<file path="config.mk">
export PLATFORM = sky130hd
export DESIGN_NAME = led_channel_shift_latch
export DESIGN_NICKNAME = d
export VERILOG_FILES = /design/src/verilog/led_latch_pkg.sv /design/src/verilog/led_channel_shift_latch.sv
export SDC_FILE = /design/constraint.sdc
export NUM_CORES = 1
export LEC_CHECK = 0
export ABC_AREA = 1
export CORE_UTILIZATION = 54
export CTS_CLUSTER_DIAMETER = 40
export CTS_CLUSTER_SIZE = 40
export DETAILED_ROUTE_END_ITERATION = 6
export DONT_BUFFER_PORTS = 1
export PLACE_DENSITY = 0.72
export SLEW_MARGIN = 25
export SYNTH_ARGS = -nofsm -noshare
export SYNTH_HDL_FRONTEND = slang
export SYNTH_SLANG_ARGS = --single-unit
export TNS_END_PERCENT = 50
</file>
<file path="constraint.sdc">
create_clock -name SYS_CLK -period 1 [get_ports SYS_CLK]
set_input_delay 0.1 -clock SYS_CLK [delete_from_list [all_inputs] [get_ports SYS_CLK]]
set_output_delay 0.1 -clock SYS_CLK [all_outputs]
set_load 0.01 [all_outputs]
</file>
<file path="src/verilog/led_latch_pkg.sv">
package led_latch_pkg;

    // channel count and shift register width
    localparam int CHAN_COUNT = 10;
    localparam int CHAN_LAST = CHAN_COUNT - 1;

    // reset value of shift stages, latch and switches
    localparam logic [CHAN_COUNT-1:0] CHAN_CLEAR = 10'h000;

    // synchroniser depth for pin inputs
    localparam int SYNC_DEPTH = 2;

    // pin inputs after synchronisation
    typedef struct packed {
        logic shift_clk;
        logic serial_in;
        logic latch_transfer;
        logic output_blank;
        logic battery_sense;
        logic supply_lockout;
    } pin_in_t;

    localparam pin_in_t PIN_IN_CLEAR = 6'h00;

endpackage

</file>
<file path="src/verilog/led_channel_shift_latch.sv">
// How it works
// RULE1 - supply lockout holds all logic in reset; the synchroniser stages obey only RESET
// RULE2 - power-up clears every shift stage
// RULE3 - rising shift clock shifts serial_in in
// RULE4 - newest bit drives channel 0, oldest 9
// RULE5 - cascade_out follows last stage, channel 9
// RULE6 - cascade_out is input delayed ten clocks
// RULE7 - cascade_out zero until register refilled
// RULE8 - high latch_transfer makes latch transparent
// RULE9 - low latch_transfer freezes channel latch
// RULE10 - output_blank high forces all switches off
// RULE11 - blank low, switches follow latch bits
// RULE12 - controller must drive output_blank low
// RULE13 - battery over-voltage disables all outputs; only the switches go off, cascade_out keeps following the last stage
// RULE14 - controller sends ten times N clocks
// RULE15 - cascaded devices chain and share clock
// RULE16 - register on shift clock, latch level-gated
// RULE17 - detectors arrive as digital input flags
module led_channel_shift_latch
    import led_latch_pkg::*;
(
    input wire logic SYS_CLK,
    input wire logic RESET,
    input wire logic SHIFT_CLK,
    input wire logic SERIAL_IN,
    input wire logic LATCH_TRANSFER,
    input wire logic OUTPUT_BLANK,
    input wire logic BATTERY_SENSE,
    input wire logic SUPPLY_LOCKOUT,
    output logic CASCADE_OUT,
    output logic [CHAN_COUNT-1:0] CHANNEL_SWITCHES
);

    // pin bundle as it arrives and after each synchroniser stage
    pin_in_t pins_raw;
    pin_in_t sync_a_r;
    pin_in_t sync_a_nxt;
    pin_in_t sync_b_r;
    pin_in_t sync_b_nxt;
    pin_in_t pins;

    // internal reset
    logic lockout_now;
    logic logic_reset;

    // shift clock edge detect
    logic shift_clk_now;
    logic shift_clk_prev_r;
    logic shift_clk_prev_nxt;
    logic shift_armed_r;
    logic shift_armed_nxt;
    logic shift_rise;

    // shift register stages
    logic serial_bit;
    logic [CHAN_COUNT-1:0] stage_in;
    logic [CHAN_COUNT-1:0] shift_r;
    logic [CHAN_COUNT-1:0] shift_nxt;

    // channel latch
    logic latch_open;
    logic [CHAN_COUNT-1:0] latch_r;
    logic [CHAN_COUNT-1:0] latch_nxt;

    // switch gating
    logic blank_off;
    logic battery_off;
    logic outputs_off;
    logic [CHAN_COUNT-1:0] chan_on;
    logic [CHAN_COUNT-1:0] switch_nxt;

    // cascade output
    logic cascade_nxt;

    // gather the raw pins into one bundle
    assign pins_raw.shift_clk = SHIFT_CLK;
    assign pins_raw.serial_in = SERIAL_IN;
    assign pins_raw.latch_transfer = LATCH_TRANSFER;
    assign pins_raw.output_blank = OUTPUT_BLANK;
    assign pins_raw.battery_sense = BATTERY_SENSE;
    assign pins_raw.supply_lockout = SUPPLY_LOCKOUT; // RULE17

    // first synchroniser stage
    assign sync_a_nxt = pins_raw;

    always_ff @(posedge SYS_CLK)
    begin
        if (RESET)
        begin
            sync_a_r <= PIN_IN_CLEAR;
        end
        else
        begin
            sync_a_r <= sync_a_nxt;
        end
    end

    // second stage, the only reader of the first
    assign sync_b_nxt = sync_a_r;

    always_ff @(posedge SYS_CLK)
    begin
        if (RESET)
        begin
            sync_b_r <= PIN_IN_CLEAR;
        end
        else
        begin
            sync_b_r <= sync_b_nxt;
        end
    end

    // synchronised view used by all logic below
    assign pins = sync_b_r;

    // lockout flag resets the rest of the logic
    assign lockout_now = pins.supply_lockout;
    assign logic_reset = RESET | lockout_now; // RULE1

    // previous sample of the shift clock
    assign shift_clk_now = pins.shift_clk;
    assign shift_clk_prev_nxt = shift_clk_now;

    always_ff @(posedge SYS_CLK)
    begin
        if (logic_reset)
        begin
            shift_clk_prev_r <= 1'b0;
        end
        else
        begin
            shift_clk_prev_r <= shift_clk_nxt_hold();
        end
    end

    // armed once the shift clock is seen low after reset
    assign shift_armed_nxt = shift_armed_r | ~shift_clk_now;

    always_ff @(posedge SYS_CLK)
    begin
        if (logic_reset)
        begin
            shift_armed_r <= 1'b0;
        end
        else
        begin
            shift_armed_r <= shift_armed_nxt;
        end
    end

    // rising edge, never a clock left high across reset
    assign shift_rise = shift_clk_now & ~shift_clk_prev_r & shift_armed_r; // RULE16

    // stage 0 takes serial_in, every other stage the one below
    assign serial_bit = pins.serial_in;
    assign stage_in[0] = serial_bit; // RULE3

    generate
        for (genvar g = 1; g < CHAN_COUNT; g++)
        begin : g_stage_in
            assign stage_in[g] = shift_r[g-1];
        end
    endgenerate

    // every stage moves up one on a detected rise
    generate
        for (genvar g = 0; g < CHAN_COUNT; g++)
        begin : g_shift
            logic keep_bit;
            logic take_bit;

            assign keep_bit = shift_r[g];
            assign take_bit = stage_in[g];
            assign shift_nxt[g] = shift_rise ? take_bit : keep_bit;
        end
    endgenerate

    always_ff @(posedge SYS_CLK)
    begin
        if (logic_reset)
        begin
            shift_r <= CHAN_CLEAR; // RULE2 RULE7
        end
        else
        begin
            shift_r <= shift_nxt;
        end
    end

    // transparent while latch_transfer is high, held while low
    assign latch_open = pins.latch_transfer; // RULE8 RULE9

    generate
        for (genvar g = 0; g < CHAN_COUNT; g++)
        begin : g_latch
            logic hold_bit;
            logic pass_bit;

            assign hold_bit = latch_r[g];
            assign pass_bit = shift_nxt[g];
            assign latch_nxt[g] = latch_open ? pass_bit : hold_bit;
        end
    endgenerate

    always_ff @(posedge SYS_CLK)
    begin
        if (logic_reset)
        begin
            latch_r <= CHAN_CLEAR;
        end
        else
        begin
            latch_r <= latch_nxt;
        end
    end

    // blank or over-voltage turns all switches off
    assign blank_off = pins.output_blank; // RULE10
    assign battery_off = pins.battery_sense; // RULE13
    assign outputs_off = blank_off | battery_off;

    // channel n follows latch bit n, bit 0 the newest
    generate
        for (genvar g = 0; g < CHAN_COUNT; g++)
        begin : g_chan_on
            assign chan_on[g] = latch_nxt[g]; // RULE4
        end
    endgenerate

    // a one turns the switch on, a zero keeps it off
    generate
        for (genvar g = 0; g < CHAN_COUNT; g++)
        begin : g_switch
            logic gate_open;

            assign gate_open = ~outputs_off;
            assign switch_nxt[g] = chan_on[g] & gate_open; // RULE11
        end
    endgenerate

    always_ff @(posedge SYS_CLK)
    begin
        if (logic_reset)
        begin
            CHANNEL_SWITCHES <= CHAN_CLEAR;
        end
        else
        begin
            CHANNEL_SWITCHES <= switch_nxt;
        end
    end

    // last stage feeds the cascade output
    assign cascade_nxt = shift_nxt[CHAN_LAST]; // RULE5 RULE6

    always_ff @(posedge SYS_CLK)
    begin
        if (logic_reset)
        begin
            CASCADE_OUT <= 1'b0;
        end
        else
        begin
            CASCADE_OUT <= cascade_nxt;
        end
    end

    // clock sample held for the edge detector
    function automatic logic shift_clk_nxt_hold();
        return shift_clk_prev_nxt;
    endfunction

    // the edge detector, shift stages, latch and switch flops all
    // share logic_reset, so a lockout clears them in one edge

    // the synchroniser itself only obeys RESET, so a lockout
    // never hides the pin that must end it

    // shift clock high and low phases must each last at least two
    // system clocks, or a rise can be lost in the synchroniser

    // serial_in passes the same two stages as the shift clock,
    // so it must stand about two system clocks around each rise

endmodule // led_channel_shift_latch

</file>
==> flow_summary.ini <==
[critical_path]
regToRegStartpoint = lockout_now$_SDFF_PP0_
critPathArrivalTime_ns = 1.29
r2r_cells = 4
crit_path_top_delay_cell = sky130_fd_sc_hd__dfxtp_2
list_of_cells_traversed_by_the_critical_path = or2_4, nor2_2, nand2_2, nor2_2
end_kind = flop
rr_endpoint = CHANNEL_SWITCHES[5]$_SDFF_PP0_
critPathKind = flop to flop
crit_path_max_fanout = 6
timing.critical_path.mode_cell = sky130_fd_sc_hd__nor2_2
critical_path_required_ns = 1.29
critPathLaunchType = flop
setup.reg_to_reg.worst_slack_ns = -0.005
cp_slowest_stage_delay_ns = 0.36

[flow_run]
drv_cap = 0

[synth]
synth_cell_types = 17
yosysSeqAreaShare_pct = 59.71
synth.avg_cell_area_um2 = 8.430
post_synth_mux_area_share_pct = 0
netlist_instances = 175
yosys.area_share.simple_pct = 27.23
synth-warning-count = 0
synth_adder_area_share_pct = 0
synth.top_cells.by_area = sky130_fd_sc_hd__dfxtp_1 (60%), sky130_fd_sc_hd__nor2_1 (9.4%), sky130_fd_sc_hd__inv_1 (5.6%)
synth_seq_cells = 44
synth-compound-area-share_pct = 3.393
synth_top_family_by_area = simple AND/OR/NAND/NOR gates
syn-num-nets = 183
syn_area_um2 = 1475
post-synth-top-area-cell = sky130_fd_sc_hd__dfxtp_1
synth-xor-area-share_pct = 0
synth_top_cell_area_share_pct = 59.71

[pwr]
share_clk_of_total_power_pct = 29.7
pwr_density_cell_nw_per_um2 = 1700
p_switching_uw = 678.3
p_sw_share_pct = 23.12
combPwrFrac_pct = 7.5
internal_portion_of_total_power_uw = 2255
register_share_of_total_power_pct = 62.8
largest_voltage_drop_on_the_vdd_net_uv = 1419
cellLeakagePower_uw = 0.0007583

[detailed_routing]
via_count = 1125
drt.antenna.violating_nets = 0
dr.pass1.iters = 5
remaining_drc_errors = 0
avgRoutedWirePerCell_um = 12.02
drt_iter0_drc = 27
routed_via_density = 5.090
totalWireLength_mm = 2.656

[cells_and_area]
finish.instance_area_um2 = 1725
finalNetCount = 198
multi_input_area_um2 = 491.7
fin_util_pct = 68.40
insertedDiodeCount = 0
synthToLayoutAreaGrowth_pct = 16.96
layout.filler_cells = 214
layout.area.seq_um2 = 888.4
post_route_cells_drive_above_1_share_pct = 19.90

[clocking]
cts-root-buf = sky130_fd_sc_hd__clkbuf_4
clock_latency_ns = 0.35
htree_num_levels = 2
clock_sinks = 44
maximum_buffer_depth_of_the_clock_tree = 2
clock_buffers_created_by_tritoncts = 5
tritoncts = built
clkTransAtPathRegs_ns = 0.11

[sta]
slew_headroom_pct = 72.99
setup_repair_after_global_routing_missed_its_margin = true
timing_worst_slew_pin_value_ns = 0.4039
final_critical_delay_including_setup_and_external_delays_ns = 1.005
final-setup-viol-count = 1
finalMaxSlewViolations = 0
worst_clock_skew_ns = 0.007572
max_freq_ghz = 0.9954
final_critical_path_setup_slack_ns = -0.004575
period_share_pct = 100.5
report.final.hold_viol_count = 0
final.setup.tns_ns = -0.004575
final.hold.worst_slack_ns = 0.06357

[floorplanning]
die_area_um2 = 2945
floorplan.initialDensity_pct = 58.48
floorplan.rows = 18
die-height_um = 54.27
fp.coreArea_um2 = 2522
io_pins = 19
die_x_um = 54.27

[status]
failing_checks = setup timing
status = finished, violations left

[min_path]
min_delay_path_depth = 2
hp-start = RESET
worst_hold_path_type = primary input to flop
worst_hold_endpoint = shift_clk_prev_r$_SDFF_PP0_

[placement]
placed_cell_area_um2 = 1503
gp_congestion = 0.7536
io_buffer_count = 0
place_hpwl_mm = 1.408

[global_route]
first_pass_grt_wire_length_mm = 3.946
first_global_vias = 942
grt_use_total_pct = 19.66
grt_antenna_before_repair = 0
grt_max_degree = 21
gr-total-overflow = 0
Yosys cell counts (all sizes together):
library cell  number
nor2              45
dfxtp             44
inv               24
nand2             20
nand3             11
a21oi             10
nand4             10
buf                7
clkbuf             2
or2                2
registers in the layout, indices dropped and copies added (netlist names):
register	cells
battery_off	1
shift_clk_prev_r	1
sync_a_r	6
shift_armed_r	1
lockout_now	1
blank_off	1
CHANNEL_SWITCHES	10
latch_open	1
shift_r	10
shift_clk_now	1
g_shift.take_bit	1
latch_r	10
area by class of cell:
cell class | count | area share [%]
Timing Repair Buffer | 15 | 9.065
Multi-Input combinational cell | 100 | 28.50
Clock buffer | 8 | 3.408
Inverter | 24 | 5.366
Tap cell | 30 | 2.175
Sequential cell | 44 | 51.49
critical path, delay by kind of cell, from the launching register on:
family	cells	cell delay (ns)
DFF	1	0.36
and+or+nand+nor	4	0.60
metrics by stage:
step	setup slack, ns	power, uW	cells
after floorplan	0.07514	2017	175
after global placement	0.01557	2036	200
after detailed placement	0.002990	2041	200
after CTS	0.0009389	2916	216
after global routing	-0.05177	3037	221
final	-0.004575	2934	221
worst max path at each step:
| stage | end | from | slack (ns) | cells past startpoint |
|---|---|---|---|---|
| 4_1_cts | CHANNEL_SWITCHES[5]$_SDFF_PP0_ | shift_clk_now$_SDFF_PP0_ | 0.0009 | 5 |
| 3_5_place_dp | CHANNEL_SWITCHES[9]$_SDFF_PP0_ | lockout_now$_SDFF_PP0_ | 0.003 | 4 |
| 5_1_grt | CHANNEL_SWITCHES[5]$_SDFF_PP0_ | lockout_now$_SDFF_PP0_ | -0.05 | 4 |
| 6_report | CHANNEL_SWITCHES[5]$_SDFF_PP0_ | lockout_now$_SDFF_PP0_ | -0.005 | 4 |
| 2_1_floorplan | CHANNEL_SWITCHES[1]$_SDFF_PP0_ | lockout_now$_SDFF_PP0_ | 0.08 | 5 |
| 3_3_place_gp | CHANNEL_SWITCHES[5]$_SDFF_PP0_ | lockout_now$_SDFF_PP0_ | 0.02 | 4 |
power by group through the flow:
| stage | logic (uW) | clock network, uW | registers (uW) |
|---|---|---|---|
| finish | 220 | 871 | 1840 |
| global placement | 158 | 0 | 1880 |
| floorplan | 142 | 0 | 1870 |
| CTS | 196 | 879 | 1840 |
| global route | 241 | 946 | 1850 |
| detailed placement | 162 | 0 | 1880 |
cells in the final DEF (no fill, tap or decap), drive strengths merged:
cell type,Yosys,layout
a21oi,10,10
clkbuf,2,8
buf,7,7
nand3,11,11
dfxtp,44,44
dlygate4sd3,0,8
inv,24,24
nand4,10,10
nor2,45,45
nand2,20,20
or2,2,4
cell families (layout without fill, tap and decap cells):
| kind of cell | Yosys count | in the layout |
|---|---|---|
| and+or+nand+nor | 88 | 90 |
| DFF | 44 | 44 |
| buffers and inverters | 33 | 47 |
| AOI/OAI and AO/OA | 10 | 10 |
repair_timing:
| action | in CTS | in global routing |
|---|---|---|
| cloned | 1 | 3 |
| setup buffers | 0 | 1 |
| endpoints found under the hold margin | 12 | 1 |
| pin swaps | 1 | 8 |
| gates resized for setup | 3 | 16 |
| endpoints found under the setup margin | 5 | 18 |
| hold buffers | 7 | 1 |
routing by layer:
| layer | global-route usage [%] | part of all wire, % | up-vias |
|---|---|---|---|
| met5 | 0 | 0 | - |
| li1 | - | - | 572 |
| met2 | 32.11 | 49 | 39 |
| met3 | 5.833 | 5.7 | 4 |
| met4 | 12.39 | 0.53 | 0 |
| met1 | 22.26 | 44 | 510 |
Power figures use the tool's default switching activity.
